==> src/pkg/qtx_defines.svh <==
`ifndef QTX_DEFINES_SVH
`define QTX_DEFINES_SVH

// Register byte offsets
`define QTX_REG_CTRL      4'h0
`define QTX_REG_STATUS    4'h4
`define QTX_REG_IRQ_STAT  4'h8
`define QTX_REG_IRQ_MASK  4'hc

// Reset values
`define QTX_CTRL_RESET    4'h0
`define QTX_MASK_RESET    12'h000
`define QTX_STAT_RESET    12'h000

// Interrupt field positions
`define QTX_IRQ_PAR_LSB   0
`define QTX_IRQ_BIST_LSB  4
`define QTX_IRQ_BUF_LSB   8

// Status field positions
`define QTX_ST_FLAG_LSB   0
`define QTX_ST_BUF_LSB    4
`define QTX_ST_RECEN_BIT  8
`define QTX_ST_RATE_BIT   9
`define QTX_ST_PAR_LSB    10
`define QTX_ST_SEL_LSB    12

// Bus responses
`define QTX_RESP_OKAY     2'h0
`define QTX_RESP_SLVERR   2'h2

// Character handling
`define QTX_BAD_CHAR      10'h278
`define QTX_BIST_LAST     9'h1fe
`define QTX_WSS_CHAR      10'h17c
`define QTX_WSS_LAST      3'h3

// Phase-align buffer occupancy
`define QTX_PAB_MID       3'h4
`define QTX_PAB_MAX       3'h7
`define QTX_PAB_MIN       3'h0

`endif

==> src/pkg/qtx_pkg.sv <==
package qtx_pkg;
	typedef logic [9:0]       qtx_char_type;
	typedef logic [3:0][9:0]  qtx_chars_type;
	typedef logic [1:0]       qtx_pin_level_type;
	typedef logic [3:0]       qtx_addr_type;
	typedef enum logic [1:0] {
		QTX_LVL_LOW,
		QTX_LVL_MID,
		QTX_LVL_HIGH
	} qtx_level_type;
endpackage

==> src/pkg/qtx_chan_if.sv <==
`timescale 1ns/1ps
`default_nettype none
interface qtx_chan_if;
	logic                 tick_in;
	logic                 tick_char;
	logic                 parity_en;
	logic                 bist_en;
	logic                 buf_en;
	logic                 recenter_n;
	qtx_pkg::qtx_char_type char_in;
	logic                 odd_in;
	logic                 check_flag;
	qtx_pkg::qtx_char_type char_out;
	logic                 buf_err;
	logic                 ev_parity;
	logic                 ev_bist;
	logic                 ev_buf;

	modport top (
		output tick_in, tick_char, parity_en, bist_en, buf_en, recenter_n, char_in, odd_in,
		input  check_flag, char_out, buf_err, ev_parity, ev_bist, ev_buf
	);
	modport chan (
		input  tick_in, tick_char, parity_en, bist_en, buf_en, recenter_n, char_in, odd_in,
		output check_flag, char_out, buf_err, ev_parity, ev_bist, ev_buf
	);
endinterface
`default_nettype wire

==> src/hw/qtx_top.sv <==
`timescale 1ns/1ps
`default_nettype none
`include "qtx_defines.svh"
// Overview of operation
// - Parity error pulses the channel check flag for one character period.
// - A failing character is replaced by the fixed bad character.
// - Replacement happens only while parity checking is not LOW.
// - With BIST on, flag pulses once every 511 character times.
// - Phase-align buffers run unless select LOW and rate select LOW.
// - Buffer fault holds the flag until word sync, recenter or buffer disable.
// - Host character captured on the selected input clock rising edge.
// - Odd parity bit XORed with ten character bits for checking.
// - Character clock out at reference rate, or twice when rate HIGH.
// - Select LOW clocks all input registers from the reference rising edge when rate select is LOW.
// - Select MID uses own channel clock; HIGH uses channel A clock.
// - With select LOW, half rate samples inputs on both reference clock edges.
// - Input clock phase adjusts while recenter low, fixed while high.
module qtx_top (
	input  wire logic                       aclk,
	input  wire logic                       aresetn,
	input  wire logic                       ce,
	input  wire logic                       reference_clock_in,
	input  wire logic [3:0]                 tx_channel_clock_in,
	input  wire qtx_pkg::qtx_chars_type     tx_char_in,
	input  wire logic [3:0]                 tx_odd_parity_in,
	input  wire qtx_pkg::qtx_pin_level_type parity_check_control,
	input  wire qtx_pkg::qtx_pin_level_type tx_input_clock_select,
	input  wire logic                       tx_pll_rate_select,
	input  wire logic                       tx_buffer_recenter_n,
	output logic [3:0]                      tx_check_flag,
	output qtx_pkg::qtx_chars_type          tx_shift_char,
	output logic                            tx_char_clock_out_p,
	output logic                            tx_char_clock_out_n,
	output logic                            irq,
	input  wire qtx_pkg::qtx_addr_type      s_axi_awaddr,
	input  wire logic                       s_axi_awvalid,
	output logic                            s_axi_awready,
	input  wire logic [31:0]                s_axi_wdata,
	input  wire logic [3:0]                 s_axi_wstrb,
	input  wire logic                       s_axi_wvalid,
	output logic                            s_axi_wready,
	output logic [1:0]                      s_axi_bresp,
	output logic                            s_axi_bvalid,
	input  wire logic                       s_axi_bready,
	input  wire qtx_pkg::qtx_addr_type      s_axi_araddr,
	input  wire logic                       s_axi_arvalid,
	output logic                            s_axi_arready,
	output logic [31:0]                     s_axi_rdata,
	output logic [1:0]                      s_axi_rresp,
	output logic                            s_axi_rvalid,
	input  wire logic                       s_axi_rready
);
	import qtx_pkg::*;

	////////////////////////////////////////////////////////////////
	// Pin synchronisers
	logic [4:0]     clk_lvl, clk_rise, clk_fall;
	logic [49:0]    pins_raw, pins_s;
	qtx_chars_type  char_s;
	logic [3:0]     odd_s, ch_rise;
	logic [1:0]     par_s, sel_s;
	logic           rate_s, recen_s, ref_rise, ref_fall, ref_edge;

	qtx_sync #(.W(5)) u_clk_sync (
		.aclk (aclk),
		.aresetn (aresetn),
		.ce   (ce),
		.din  ({tx_channel_clock_in, reference_clock_in}),
		.lvl  (clk_lvl),
		.rise (clk_rise),
		.fall (clk_fall)
	);

	assign pins_raw = {tx_buffer_recenter_n, tx_pll_rate_select, parity_check_control,
		tx_input_clock_select, tx_odd_parity_in, tx_char_in};

	qtx_sync #(.W(50)) u_pin_sync (
		.aclk (aclk),
		.aresetn (aresetn),
		.ce   (ce),
		.din  (pins_raw),
		.lvl  (pins_s),
		.rise (),
		.fall ()
	);

	assign char_s   = pins_s[39:0];
	assign odd_s    = pins_s[43:40];
	assign sel_s    = pins_s[45:44];
	assign par_s    = pins_s[47:46];
	assign rate_s   = pins_s[48];
	assign recen_s  = pins_s[49];
	assign ref_rise = clk_rise[0];
	assign ref_fall = clk_fall[0];
	assign ref_edge = ref_rise || ref_fall;
	assign ch_rise  = clk_rise[4:1];

	////////////////////////////////////////////////////////////////
	// Input clock selection
	logic [3:0] in_tick;
	logic       char_tick;
	logic       buf_en_q, buf_en_d;

	// Half rate uses both reference edges
	assign char_tick = ce && (ref_rise || (rate_s && ref_fall));

	always_comb begin
		case (sel_s)
			QTX_LVL_LOW:  in_tick = {4{char_tick}};
			QTX_LVL_MID:  in_tick = ch_rise & {4{ce}};
			QTX_LVL_HIGH: in_tick = {4{ce && ch_rise[0]}};
			default:      in_tick = {4{char_tick}};
		endcase
	end

	always_comb begin
		buf_en_d = buf_en_q;
		if (ce)
			buf_en_d = (sel_s != QTX_LVL_LOW) || rate_s;
	end

	always_ff @(posedge aclk) begin
		if (!aresetn)
			buf_en_q <= 1'b0;
		else
			buf_en_q <= buf_en_d;
	end

	////////////////////////////////////////////////////////////////
	// Character clock output
	logic [7:0] cnt_q, cnt_d, half_q, half_d;
	logic       cko_q, cko_d, ckn_q, ckn_d;

	always_comb begin
		cnt_d  = cnt_q;
		half_d = half_q;
		cko_d  = cko_q;
		ckn_d  = ckn_q;
		if (ce) begin
			if (ref_edge) begin
				cnt_d  = 8'h00;
				half_d = {1'b0, cnt_q[7:1]};
			end else if (cnt_q != 8'hff) begin
				cnt_d = 8'(cnt_q + 8'h01);
			end
			if (!rate_s)
				cko_d = clk_lvl[0];
			else if (ref_edge || (cnt_q == half_q && half_q != 8'h00))
				cko_d = !cko_q;
			ckn_d = !cko_d;
		end
	end

	always_ff @(posedge aclk) begin
		if (!aresetn) begin
			cnt_q  <= '0;
			half_q <= '0;
			cko_q  <= 1'b0;
			ckn_q  <= 1'b1;
		end else begin
			cnt_q  <= cnt_d;
			half_q <= half_d;
			cko_q  <= cko_d;
			ckn_q  <= ckn_d;
		end
	end

	assign tx_char_clock_out_p = cko_q;
	assign tx_char_clock_out_n = ckn_q;

	////////////////////////////////////////////////////////////////
	// Channels
	logic [3:0] bist_en_q;
	logic [3:0] ev_par, ev_bist, ev_buf, buf_err;

	for (genvar c = 0; c < 4; c++) begin : g_ch
		qtx_chan_if chif ();
		assign chif.tick_in    = in_tick[c];
		assign chif.tick_char  = char_tick;
		assign chif.parity_en  = (par_s != QTX_LVL_LOW);
		assign chif.bist_en    = bist_en_q[c];
		assign chif.buf_en     = buf_en_q;
		assign chif.recenter_n = recen_s;
		assign chif.char_in    = char_s[c];
		assign chif.odd_in     = odd_s[c];
		qtx_channel u_chan (
			.aclk    (aclk),
			.aresetn (aresetn),
			.ce      (ce),
			.port    (chif)
		);
		assign tx_check_flag[c] = chif.check_flag;
		assign tx_shift_char[c] = chif.char_out;
		assign ev_par[c]        = chif.ev_parity;
		assign ev_bist[c]       = chif.ev_bist;
		assign ev_buf[c]        = chif.ev_buf;
		assign buf_err[c]       = chif.buf_err;
	end

	////////////////////////////////////////////////////////////////
	// Register slave
	qtx_addr_type awaddr_q, awaddr_d;
	logic [31:0]  wdata_q, wdata_d, rdata_q, rdata_d, rd_mux;
	logic [3:0]   wstrb_q, wstrb_d, bist_en_d;
	logic [1:0]   bresp_q, bresp_d, rresp_q, rresp_d;
	logic         awf_q, awf_d, wf_q, wf_d, awr_q, awr_d, wr_q, wr_d;
	logic         bv_q, bv_d, arr_q, arr_d, rv_q, rv_d, irq_q, irq_d, do_wr;
	logic [11:0]  stat_q, stat_d, mask_q, mask_d, lane, w1c;

	assign do_wr = awf_q && wf_q && !bv_q;
	assign lane  = {{4{wstrb_q[1]}}, {8{wstrb_q[0]}}};
	assign w1c   = (do_wr && awaddr_q == `QTX_REG_IRQ_STAT) ? (wdata_q[11:0] & lane) : 12'h000;

	always_comb begin
		case (s_axi_araddr)
			`QTX_REG_CTRL:     rd_mux = {28'h0000000, bist_en_q};
			`QTX_REG_STATUS:   rd_mux = {18'h00000, sel_s, par_s, rate_s, recen_s, buf_err,
				tx_check_flag};
			`QTX_REG_IRQ_STAT: rd_mux = {20'h00000, stat_q};
			`QTX_REG_IRQ_MASK: rd_mux = {20'h00000, mask_q};
			default:           rd_mux = 32'h00000000;
		endcase
	end

	always_comb begin
		awaddr_d  = awaddr_q;
		wdata_d   = wdata_q;
		wstrb_d   = wstrb_q;
		awf_d     = awf_q;
		wf_d      = wf_q;
		bv_d      = bv_q;
		bresp_d   = bresp_q;
		arr_d     = (ce && !rv_q) ? 1'b1 : arr_q;
		rv_d      = rv_q;
		rdata_d   = rdata_q;
		rresp_d   = rresp_q;
		bist_en_d = bist_en_q;
		mask_d    = mask_q;
		stat_d    = stat_q;
		if (ce) begin
			if (s_axi_awvalid && awr_q) begin
				awaddr_d = s_axi_awaddr;
				awf_d    = 1'b1;
			end
			if (s_axi_wvalid && wr_q) begin
				wdata_d = s_axi_wdata;
				wstrb_d = s_axi_wstrb;
				wf_d    = 1'b1;
			end
			if (do_wr) begin
				awf_d   = 1'b0;
				wf_d    = 1'b0;
				bv_d    = 1'b1;
				bresp_d = `QTX_RESP_OKAY;
				case (awaddr_q)
					`QTX_REG_CTRL:
						if (wstrb_q[0])
							bist_en_d = wdata_q[3:0];
					`QTX_REG_IRQ_MASK:
						mask_d = (mask_q & ~lane) | (wdata_q[11:0] & lane);
					`QTX_REG_IRQ_STAT, `QTX_REG_STATUS: ;
					default:
						bresp_d = `QTX_RESP_SLVERR;
				endcase
			end else if (bv_q && s_axi_bready) begin
				bv_d = 1'b0;
			end
			if (s_axi_arvalid && arr_q) begin
				arr_d   = 1'b0;
				rv_d    = 1'b1;
				rdata_d = rd_mux;
				rresp_d = (s_axi_araddr[1:0] == 2'h0 && s_axi_araddr <= `QTX_REG_IRQ_MASK) ?
					`QTX_RESP_OKAY : `QTX_RESP_SLVERR;
			end else if (rv_q && s_axi_rready) begin
				rv_d  = 1'b0;
				arr_d = 1'b1;
			end
			// New events win over a clear in the same cycle
			stat_d = (stat_q & ~w1c) | {ev_buf, ev_bist, ev_par};
		end
		awr_d = !awf_d && !bv_d;
		wr_d  = !wf_d && !bv_d;
		irq_d = |(stat_d & mask_d);
	end

	always_ff @(posedge aclk) begin
		if (!aresetn) begin
			awaddr_q  <= '0;
			wdata_q   <= '0;
			wstrb_q   <= '0;
			awf_q     <= 1'b0;
			wf_q      <= 1'b0;
			awr_q     <= 1'b0;
			wr_q      <= 1'b0;
			bv_q      <= 1'b0;
			bresp_q   <= `QTX_RESP_OKAY;
			arr_q     <= 1'b0;
			rv_q      <= 1'b0;
			rdata_q   <= '0;
			rresp_q   <= `QTX_RESP_OKAY;
			bist_en_q <= `QTX_CTRL_RESET;
			mask_q    <= `QTX_MASK_RESET;
			stat_q    <= `QTX_STAT_RESET;
			irq_q     <= 1'b0;
		end else begin
			awaddr_q  <= awaddr_d;
			wdata_q   <= wdata_d;
			wstrb_q   <= wstrb_d;
			awf_q     <= awf_d;
			wf_q      <= wf_d;
			awr_q     <= awr_d;
			wr_q      <= wr_d;
			bv_q      <= bv_d;
			bresp_q   <= bresp_d;
			arr_q     <= arr_d;
			rv_q      <= rv_d;
			rdata_q   <= rdata_d;
			rresp_q   <= rresp_d;
			bist_en_q <= bist_en_d;
			mask_q    <= mask_d;
			stat_q    <= stat_d;
			irq_q     <= irq_d;
		end
	end

	assign s_axi_awready = awr_q;
	assign s_axi_wready  = wr_q;
	assign s_axi_bvalid  = bv_q;
	assign s_axi_bresp   = bresp_q;
	assign s_axi_arready = arr_q;
	assign s_axi_rvalid  = rv_q;
	assign s_axi_rdata   = rdata_q;
	assign s_axi_rresp   = rresp_q;
	assign irq           = irq_q;

	////////////////////////////////////////////////////////////////
	property p_ref_clocking;
		@(posedge aclk) disable iff (!aresetn)
		(ce && sel_s == QTX_LVL_LOW && !rate_s && ref_rise) |-> (in_tick == 4'hf && char_tick);
	endproperty
	a_ref_clocking: assert property (p_ref_clocking) else $error("reference capture missed");

	property p_own_clock;
		@(posedge aclk) disable iff (!aresetn)
		(ce && sel_s == QTX_LVL_MID) |-> (in_tick == ch_rise);
	endproperty
	a_own_clock: assert property (p_own_clock) else $error("channel clock not used");

	property p_half_rate;
		@(posedge aclk) disable iff (!aresetn)
		(ce && sel_s == QTX_LVL_LOW && rate_s && ref_fall) |-> (in_tick == 4'hf && char_tick);
	endproperty
	a_half_rate: assert property (p_half_rate) else $error("falling edge not sampled");

	property p_clk_out;
		@(posedge aclk) disable iff (!aresetn)
		(ce && !rate_s && ref_rise) |=> (tx_char_clock_out_p && !tx_char_clock_out_n);
	endproperty
	a_clk_out: assert property (p_clk_out) else $error("character clock not following");

	property p_buf_en;
		@(posedge aclk) disable iff (!aresetn)
		(ce && (sel_s != QTX_LVL_LOW || rate_s)) |=> buf_en_q;
	endproperty
	a_buf_en: assert property (p_buf_en) else $error("phase-align buffer not enabled");
endmodule
`default_nettype wire

==> src/hw/qtx_sync.sv <==
`timescale 1ns/1ps
`default_nettype none
module qtx_sync #(
	parameter int W = 1
) (
	input  wire logic         aclk,
	input  wire logic         aresetn,
	input  wire logic         ce,
	input  wire logic [W-1:0] din,
	output logic      [W-1:0] lvl,
	output logic      [W-1:0] rise,
	output logic      [W-1:0] fall
);
	logic [W-1:0] s1_q, s1_d;
	logic [W-1:0] s2_q, s2_d;
	logic [W-1:0] s3_q, s3_d;

	// Only the second stage reads the first
	always_comb begin
		s1_d = ce ? din : s1_q;
		s2_d = ce ? s1_q : s2_q;
		s3_d = ce ? s2_q : s3_q;
	end

	always_ff @(posedge aclk) begin
		if (!aresetn) begin
			s1_q <= '0;
			s2_q <= '0;
			s3_q <= '0;
		end else begin
			s1_q <= s1_d;
			s2_q <= s2_d;
			s3_q <= s3_d;
		end
	end

	assign lvl  = s2_q;
	assign rise = s2_q & ~s3_q;
	assign fall = ~s2_q & s3_q;
endmodule
`default_nettype wire

==> src/hw/qtx_channel.sv <==
`timescale 1ns/1ps
`default_nettype none
`include "qtx_defines.svh"
module qtx_channel (
	input  wire logic aclk,
	input  wire logic aresetn,
	input  wire logic ce,
	qtx_chan_if.chan  port
);
	import qtx_pkg::*;

	qtx_char_type cap_q, cap_d, shift_q, shift_d;
	logic         capp_q, capp_d;
	logic         pulse_q, pulse_d, chk_q, chk_d;
	logic [8:0]   bist_q, bist_d;
	logic [2:0]   occ_q, occ_d, wss_q, wss_d;
	logic         berr_q, berr_d;
	logic         evp_q, evp_d, evb_q, evb_d, evf_q, evf_d;
	logic         par_err, wss_done, bist_wrap, ovf, unf;

	////////////////////////////////////////////////////////////////
	// Odd parity check
	assign par_err   = port.parity_en && !(^{cap_q, capp_q});
	assign bist_wrap = port.bist_en && (bist_q == `QTX_BIST_LAST);
	assign wss_done  = port.tick_char && (cap_q == `QTX_WSS_CHAR) && (wss_q == `QTX_WSS_LAST);
	assign ovf = port.tick_in && !port.tick_char && (occ_q == `QTX_PAB_MAX);
	assign unf = port.tick_char && !port.tick_in && (occ_q == `QTX_PAB_MIN);

	always_comb begin
		cap_d   = cap_q;
		capp_d  = capp_q;
		shift_d = shift_q;
		pulse_d = pulse_q;
		bist_d  = bist_q;
		occ_d   = occ_q;
		wss_d   = wss_q;
		berr_d  = berr_q;
		evp_d   = 1'b0;
		evb_d   = 1'b0;
		evf_d   = 1'b0;
		if (ce) begin
			if (port.tick_in) begin
				cap_d  = port.char_in;
				capp_d = port.odd_in;
			end
			if (port.tick_char) begin
				shift_d = par_err ? `QTX_BAD_CHAR : cap_q;
				pulse_d = par_err || bist_wrap;
				evp_d   = par_err;
				evb_d   = bist_wrap;
				if (!port.bist_en || bist_wrap)
					bist_d = 9'h000;
				else
					bist_d = 9'(bist_q + 9'h001);
				if (wss_done || cap_q != `QTX_WSS_CHAR)
					wss_d = 3'h0;
				else
					wss_d = 3'(wss_q + 3'h1);
			end
			if (port.tick_in && !port.tick_char && occ_q != `QTX_PAB_MAX)
				occ_d = 3'(occ_q + 3'h1);
			else if (port.tick_char && !port.tick_in && occ_q != `QTX_PAB_MIN)
				occ_d = 3'(occ_q - 3'h1);
			// Fault held until sync, recenter or buffer disable
			if (!port.buf_en) begin
				occ_d  = `QTX_PAB_MID;
				berr_d = 1'b0;
			end else if (!port.recenter_n) begin
				occ_d  = `QTX_PAB_MID;
				berr_d = 1'b0;
			end else if (ovf || unf) begin
				berr_d = 1'b1;
				evf_d  = !berr_q;
			end else if (wss_done) begin
				berr_d = 1'b0;
			end
		end
		chk_d = ce ? (pulse_d || berr_d) : chk_q;
	end

	always_ff @(posedge aclk) begin
		if (!aresetn) begin
			cap_q   <= '0;
			capp_q  <= 1'b0;
			shift_q <= '0;
			pulse_q <= 1'b0;
			chk_q   <= 1'b0;
			bist_q  <= '0;
			occ_q   <= `QTX_PAB_MID;
			wss_q   <= '0;
			berr_q  <= 1'b0;
			evp_q   <= 1'b0;
			evb_q   <= 1'b0;
			evf_q   <= 1'b0;
		end else begin
			cap_q   <= cap_d;
			capp_q  <= capp_d;
			shift_q <= shift_d;
			pulse_q <= pulse_d;
			chk_q   <= chk_d;
			bist_q  <= bist_d;
			occ_q   <= occ_d;
			wss_q   <= wss_d;
			berr_q  <= berr_d;
			evp_q   <= evp_d;
			evb_q   <= evb_d;
			evf_q   <= evf_d;
		end
	end

	assign port.check_flag = chk_q;
	assign port.char_out   = shift_q;
	assign port.buf_err    = berr_q;
	assign port.ev_parity  = evp_q;
	assign port.ev_bist    = evb_q;
	assign port.ev_buf     = evf_q;

	////////////////////////////////////////////////////////////////
	property p_par_flag;
		@(posedge aclk) disable iff (!aresetn)
		(ce && port.tick_char && par_err) |=> (chk_q && pulse_q);
	endproperty
	a_par_flag: assert property (p_par_flag) else $error("parity flag missing");

	property p_pulse_hold;
		@(posedge aclk) disable iff (!aresetn)
		(pulse_q && !(ce && port.tick_char)) |=> pulse_q;
	endproperty
	a_pulse_hold: assert property (p_pulse_hold) else $error("flag pulse cut short");

	property p_par_sub;
		@(posedge aclk) disable iff (!aresetn)
		(ce && port.tick_char && par_err) |=> (shift_q == `QTX_BAD_CHAR);
	endproperty
	a_par_sub: assert property (p_par_sub) else $error("bad character not substituted");

	property p_par_pass;
		@(posedge aclk) disable iff (!aresetn)
		(ce && port.tick_char && !port.parity_en) |=> (shift_q == $past(cap_q));
	endproperty
	a_par_pass: assert property (p_par_pass) else $error("character altered with check off");

	property p_bist_pass;
		@(posedge aclk) disable iff (!aresetn)
		(ce && port.tick_char && port.bist_en && bist_q == `QTX_BIST_LAST) |=> (chk_q && evb_q);
	endproperty
	a_bist_pass: assert property (p_bist_pass) else $error("sequence pass not flagged");

	property p_buf_hold;
		@(posedge aclk) disable iff (!aresetn)
		(berr_q && port.buf_en && port.recenter_n && !wss_done) |=> (berr_q && chk_q);
	endproperty
	a_buf_hold: assert property (p_buf_hold) else $error("buffer fault dropped early");

	property p_capture;
		@(posedge aclk) disable iff (!aresetn)
		(ce && port.tick_in) |=> (cap_q == $past(port.char_in) && capp_q == $past(port.odd_in));
	endproperty
	a_capture: assert property (p_capture) else $error("character not captured");

	property p_par_good;
		@(posedge aclk) disable iff (!aresetn)
		(ce && port.tick_char && (^{cap_q, capp_q})) |=> !evp_q;
	endproperty
	a_par_good: assert property (p_par_good) else $error("good parity flagged");

	property p_recenter;
		@(posedge aclk) disable iff (!aresetn)
		(ce && port.buf_en && !port.recenter_n) |=> (occ_q == `QTX_PAB_MID && !berr_q);
	endproperty
	a_recenter: assert property (p_recenter) else $error("recenter not applied");
endmodule
`default_nettype wire

==> config.mk <==
export PLATFORM = sky130hd
export DESIGN_NAME = qtx_top
export DESIGN_NICKNAME = d
export VERILOG_FILES = /design/src/pkg/qtx_pkg.sv /design/src/pkg/qtx_chan_if.sv /design/src/hw/qtx_top.sv /design/src/hw/qtx_sync.sv /design/src/hw/qtx_channel.sv
export VERILOG_INCLUDE_DIRS = /design/src /design/src/pkg
export SDC_FILE = /design/constraint.sdc
export NUM_CORES = 1
export LEC_CHECK = 0
export BUFFER_PORTS_ARGS = -buffer_cell sky130_fd_sc_hd__buf_2
export CAP_MARGIN = 40
export CELL_PAD_IN_SITES_DETAIL_PLACEMENT = 2
export CELL_PAD_IN_SITES_GLOBAL_PLACEMENT = 2
export CORE_ASPECT_RATIO = 1.25
export CORE_MARGIN = 2
export CORE_UTILIZATION = 37
export CTS_BUF_LIST = sky130_fd_sc_hd__clkbuf_8
export CTS_CLUSTER_SIZE = 25
export DETAILED_ROUTE_END_ITERATION = 7
export GPL_TIMING_DRIVEN = 0
export PLACE_DENSITY_LB_ADDON = 0.25
export RECOVER_POWER = 25
export SLEW_MARGIN = 20
export SYNTH_ARGS = -nofsm -noshare
export SYNTH_HDL_FRONTEND = slang
export SYNTH_SLANG_ARGS = --single-unit
==> constraint.sdc <==
create_clock -name aclk -period 2.95 [get_ports aclk]
set_input_delay 0 -clock aclk [delete_from_list [all_inputs] [get_ports aclk]]
set_output_delay 0 -clock aclk [all_outputs]
set_load 0.02 [all_outputs]
==> results by group <==
Worst setup path
  – CP top delay family: buffers and inverters
  – Cell count of the worst reg-to-reg path: 10
  – Crit path max fanout: 10
  – CP max stage cell: dlygate4sd3_1
  – WP depth: 8
  – CP startpoint kind: input pin
  – Endpoint type of the worst setup path: register
  – CP Cell Sequence: buf_2, clkbuf_1, buf_2, nand3_1, nor4_1, dlygate4sd3_1, a22o_1, dlygate4sd3_1
  – Slowest cell delay on critical path: 740 ps
  – Buffers & Inverters on Critical Path: 5
  – Critical Path AT: 3410 ps
  – Worst Path Required: 3530 ps
  – Crit Path Class: input pin to register

Placed design
  – Post-DP HPWL: 39.2 mm
  – Final GP Congestion: 0.846
  – Placed inst area: 0.0170 mm^2
  – Dpl cells: 2395
  – Count of buffers from port buffering: 150

Power and ir drop
  – Switch Pwr: 2.76 mW
  – Comb pwr share: 8.6%
  – Leakage power: 7.80 nW
  – PwrDens: 552 mW/mm^2
  – Clock share of power: 41.8%
  – Maximum VDD drop: 0.000355 V
  – Sequential share of power: 49.6%
  – Sw Ratio: 26.2%
  – Internal: 7.75 mW

CTS
  – Postcts setup bufs: 0
  – Clock sinks: 371
  – Reg clk slew, reported paths: 70 ps
  – Clock Tree Root: clkbuf_8
  – CTS tree: built
  – Num CTS Buffers: 59
  – CTS max path bufs: 3
  – H-tree levels: 2
  – Worst-Skew Late Latency: 640 ps

Layout
  – Cell area after layout: 0.0190 mm^2
  – Non-Filler Instances: 2597
  – Layout cells sized above 1: 12.2%
  – # nets final: 2135
  – Synth-to-Final Area Change: 23.3%

Die
  – Starting Density: 37.5%
  – Row cnt: 83
  – Die height: 232 um
  – Core Area: 0.0411 mm^2
  – Overall die width: 187 um
  – I/O pin cnt: 195
  – Die area: 0.0434 mm^2

Logic synthesis
  – Post-synth EDFFs: 0
  – Yosys cell types: 72
  – Synth area leader: dfxtp_1
  – Async SR Flop Fraction: 0%
  – Mean post-synth cell area: 9.24 um^2
  – Post-Syn Area: 0.0154 mm^2
  – Warnings, synthesis: 0
  – Dominant cells by area after synthesis: dfxtp_1 48%, mux2i_1 12%, nor2_1 8.1%, nand2_1 3.4%, xor2_1 2.2%
  – Top cell type's share of synthesized area: 48.1%
  – Synth Register Bits: 371
  – Main synth FF type: dfxtp_1
  – Most numerous cell in the Yosys netlist: dfxtp_1
  – Mapped Cells: 1670
  – Commonest cells in the netlist: 371 x dfxtp_1, 332 x nor2_1, 178 x mux2i_1, 141 x nand2_1, 63 x a21oi_1
  – Register area share after synthesis: 48.1%

Route
  – Post-route ant nets: 0
  – 1st-pass router iterations: 6
  – Drt first-iter violations: 439
  – Detail-routed via count per cell: 5.24
  – Wire per inst: 22.2 um
  – Vias: 13600
  – DRC violations left: 0
  – Final wirelength: 57.7 mm

Min path
  – Hold path cells: 4
  – Worst hold-check path type: input pin to register

Global routing
  – Global route overflow: 0
  – M3 GR Usage: 3.75%
  – Total global-route track usage: 26.4%
  – Vias in the first global route: 15300
  – Met2 GRT Util: 49.8%
  – Pin count of the biggest net entering global routing: 15
  – Initial antenna violation count: 1
  – Met1 Track Usage GR: 29.4%
  – Global route hottest layer: met2
  – Global-route wire length before repair: 89.2 mm

Timing
  – Post-layout min period: 2830 ps
  – Fmax: 0.353 GHz
  – Final setup violation count: 0
  – Measured slew at the worst slew-check pin: 1060 ps
  – WHS: 135 ps
  – Relative slew slack: 29.6%
  – Final Hold Fails: 0
  – Fin crit share: 96.0%
  – Final clock skew: 25.7 ps
  – Max-slew violations: 0

Job
  – Max-Cap Viols: 0

Status
  – Outcome: finished clean
power by group through the flow:
stage / combinational (mW) / sequential, mW / clock (mW)
4_1_cts: 0.881 / 5.21 / 4.46
3_5_place_dp: 0.781 / 5.32 / 0
5_1_grt: 0.970 / 5.23 / 4.71
6_report: 0.900 / 5.22 / 4.39
3_3_place_gp: 0.750 / 5.32 / 0
2_1_floorplan: 0.479 / 5.30 / 0
per-layer routing:
| layer | part of all wire [%] | vias to the layer above |
|---|---|---|
| li1 | - | 6359 |
| met1 | 40 | 6800 |
| met2 | 52 | 316 |
| met3 | 3.3 | 121 |
| met4 | 4.1 | 0 |
| met5 | 0 | - |
tightest hold or removal path, stage by stage:
cell	delay, ps
dlygate4sd3_1	510
buf_2	90
mux2i_1	50
nor2_1	70
final timing paths:
kind	from	endpoint	slack, ps
min	tx_char_in[13]	u_pin_sync.s1_q[13]$_SDFFE_PN0P_	140
max reg2reg	u_pin_sync.lvl[44]$_SDFFE_PN0P_	g_ch[1].u_chan.occ_q[2]$_SDFFE_PN1P_	150
min reg2reg	u_pin_sync.lvl[3]$_SDFFE_PN0P_	g_ch[0].u_chan.cap_q[3]$_SDFFE_PN0P_	460
max	ce	s_axi_rdata[2]$_SDFFE_PN0P_	120
state kept, by name (all words and copies together), names as in the netlist, 14 cells and up:
name,cells
u_pin_sync.lvl,50
g_ch.u_chan.cap_q,40
g_ch.u_chan.bist_q,36
s_axi_rdata,14
g_ch.u_chan.port.char_out,40
u_pin_sync.s1_q,50
final cells by class:
type,instances,area [um^2]
buffer,114,573
inverter,33,124
antenna,1,2.50
sequential,371,7430
timing repair buffer,252,1690
clock buffer,72,991
multi-input combinational,1171,7380
tap,552,691
clock inverter,31,154
fill,4520,22100
layout by cell type, fill, tap and decap left out, types with 30 or more instances in the layout:
cell type	n
a21oi_1	62
buf_2	102
buf_4	30
clkbuf_1	124
clkbuf_8	72
dfxtp_1	371
dlygate4sd3_1	93
inv_1	52
mux2i_1	178
nand2_1	141
nor2_1	332
nor3_1	34
o21ai_0	57
xnor2_1	32
xor2_1	38
per-stage QoR:
step | power (mW) | util [%] | setup slack, ps | TNS [ps]
final | 10.5 | 46.3 | 118 | 0
after detailed placement | 6.10 | 41.3 | 91.1 | 0
after floorplan | 5.78 | - | 559 | 0
after CTS | 10.6 | 46.3 | 54.8 | 0
after global routing | 10.9 | 46.3 | -19.2 | -19.2
after global placement | 6.07 | 41.2 | 173 | 0
repair_timing:
item                                    CTS  global route
endpoints found under the hold margin    93             0
hold buffers                             93             0
endpoints found under the setup margin    0            18
resized for setup                         0             5
cell families after synthesis:
group / share of synthesized area, %
xor gates and xnor gates: 4.56
other: 0.0243
buffers and inverters: 4.56
adders and majority gates: 2.30
and+or+nand+nor: 17.9
DFF: 48.1
AOI/OAI and AO/OA: 9.76
muxes: 12.8
No activity file was read; power rests on OpenSTA's default activity.
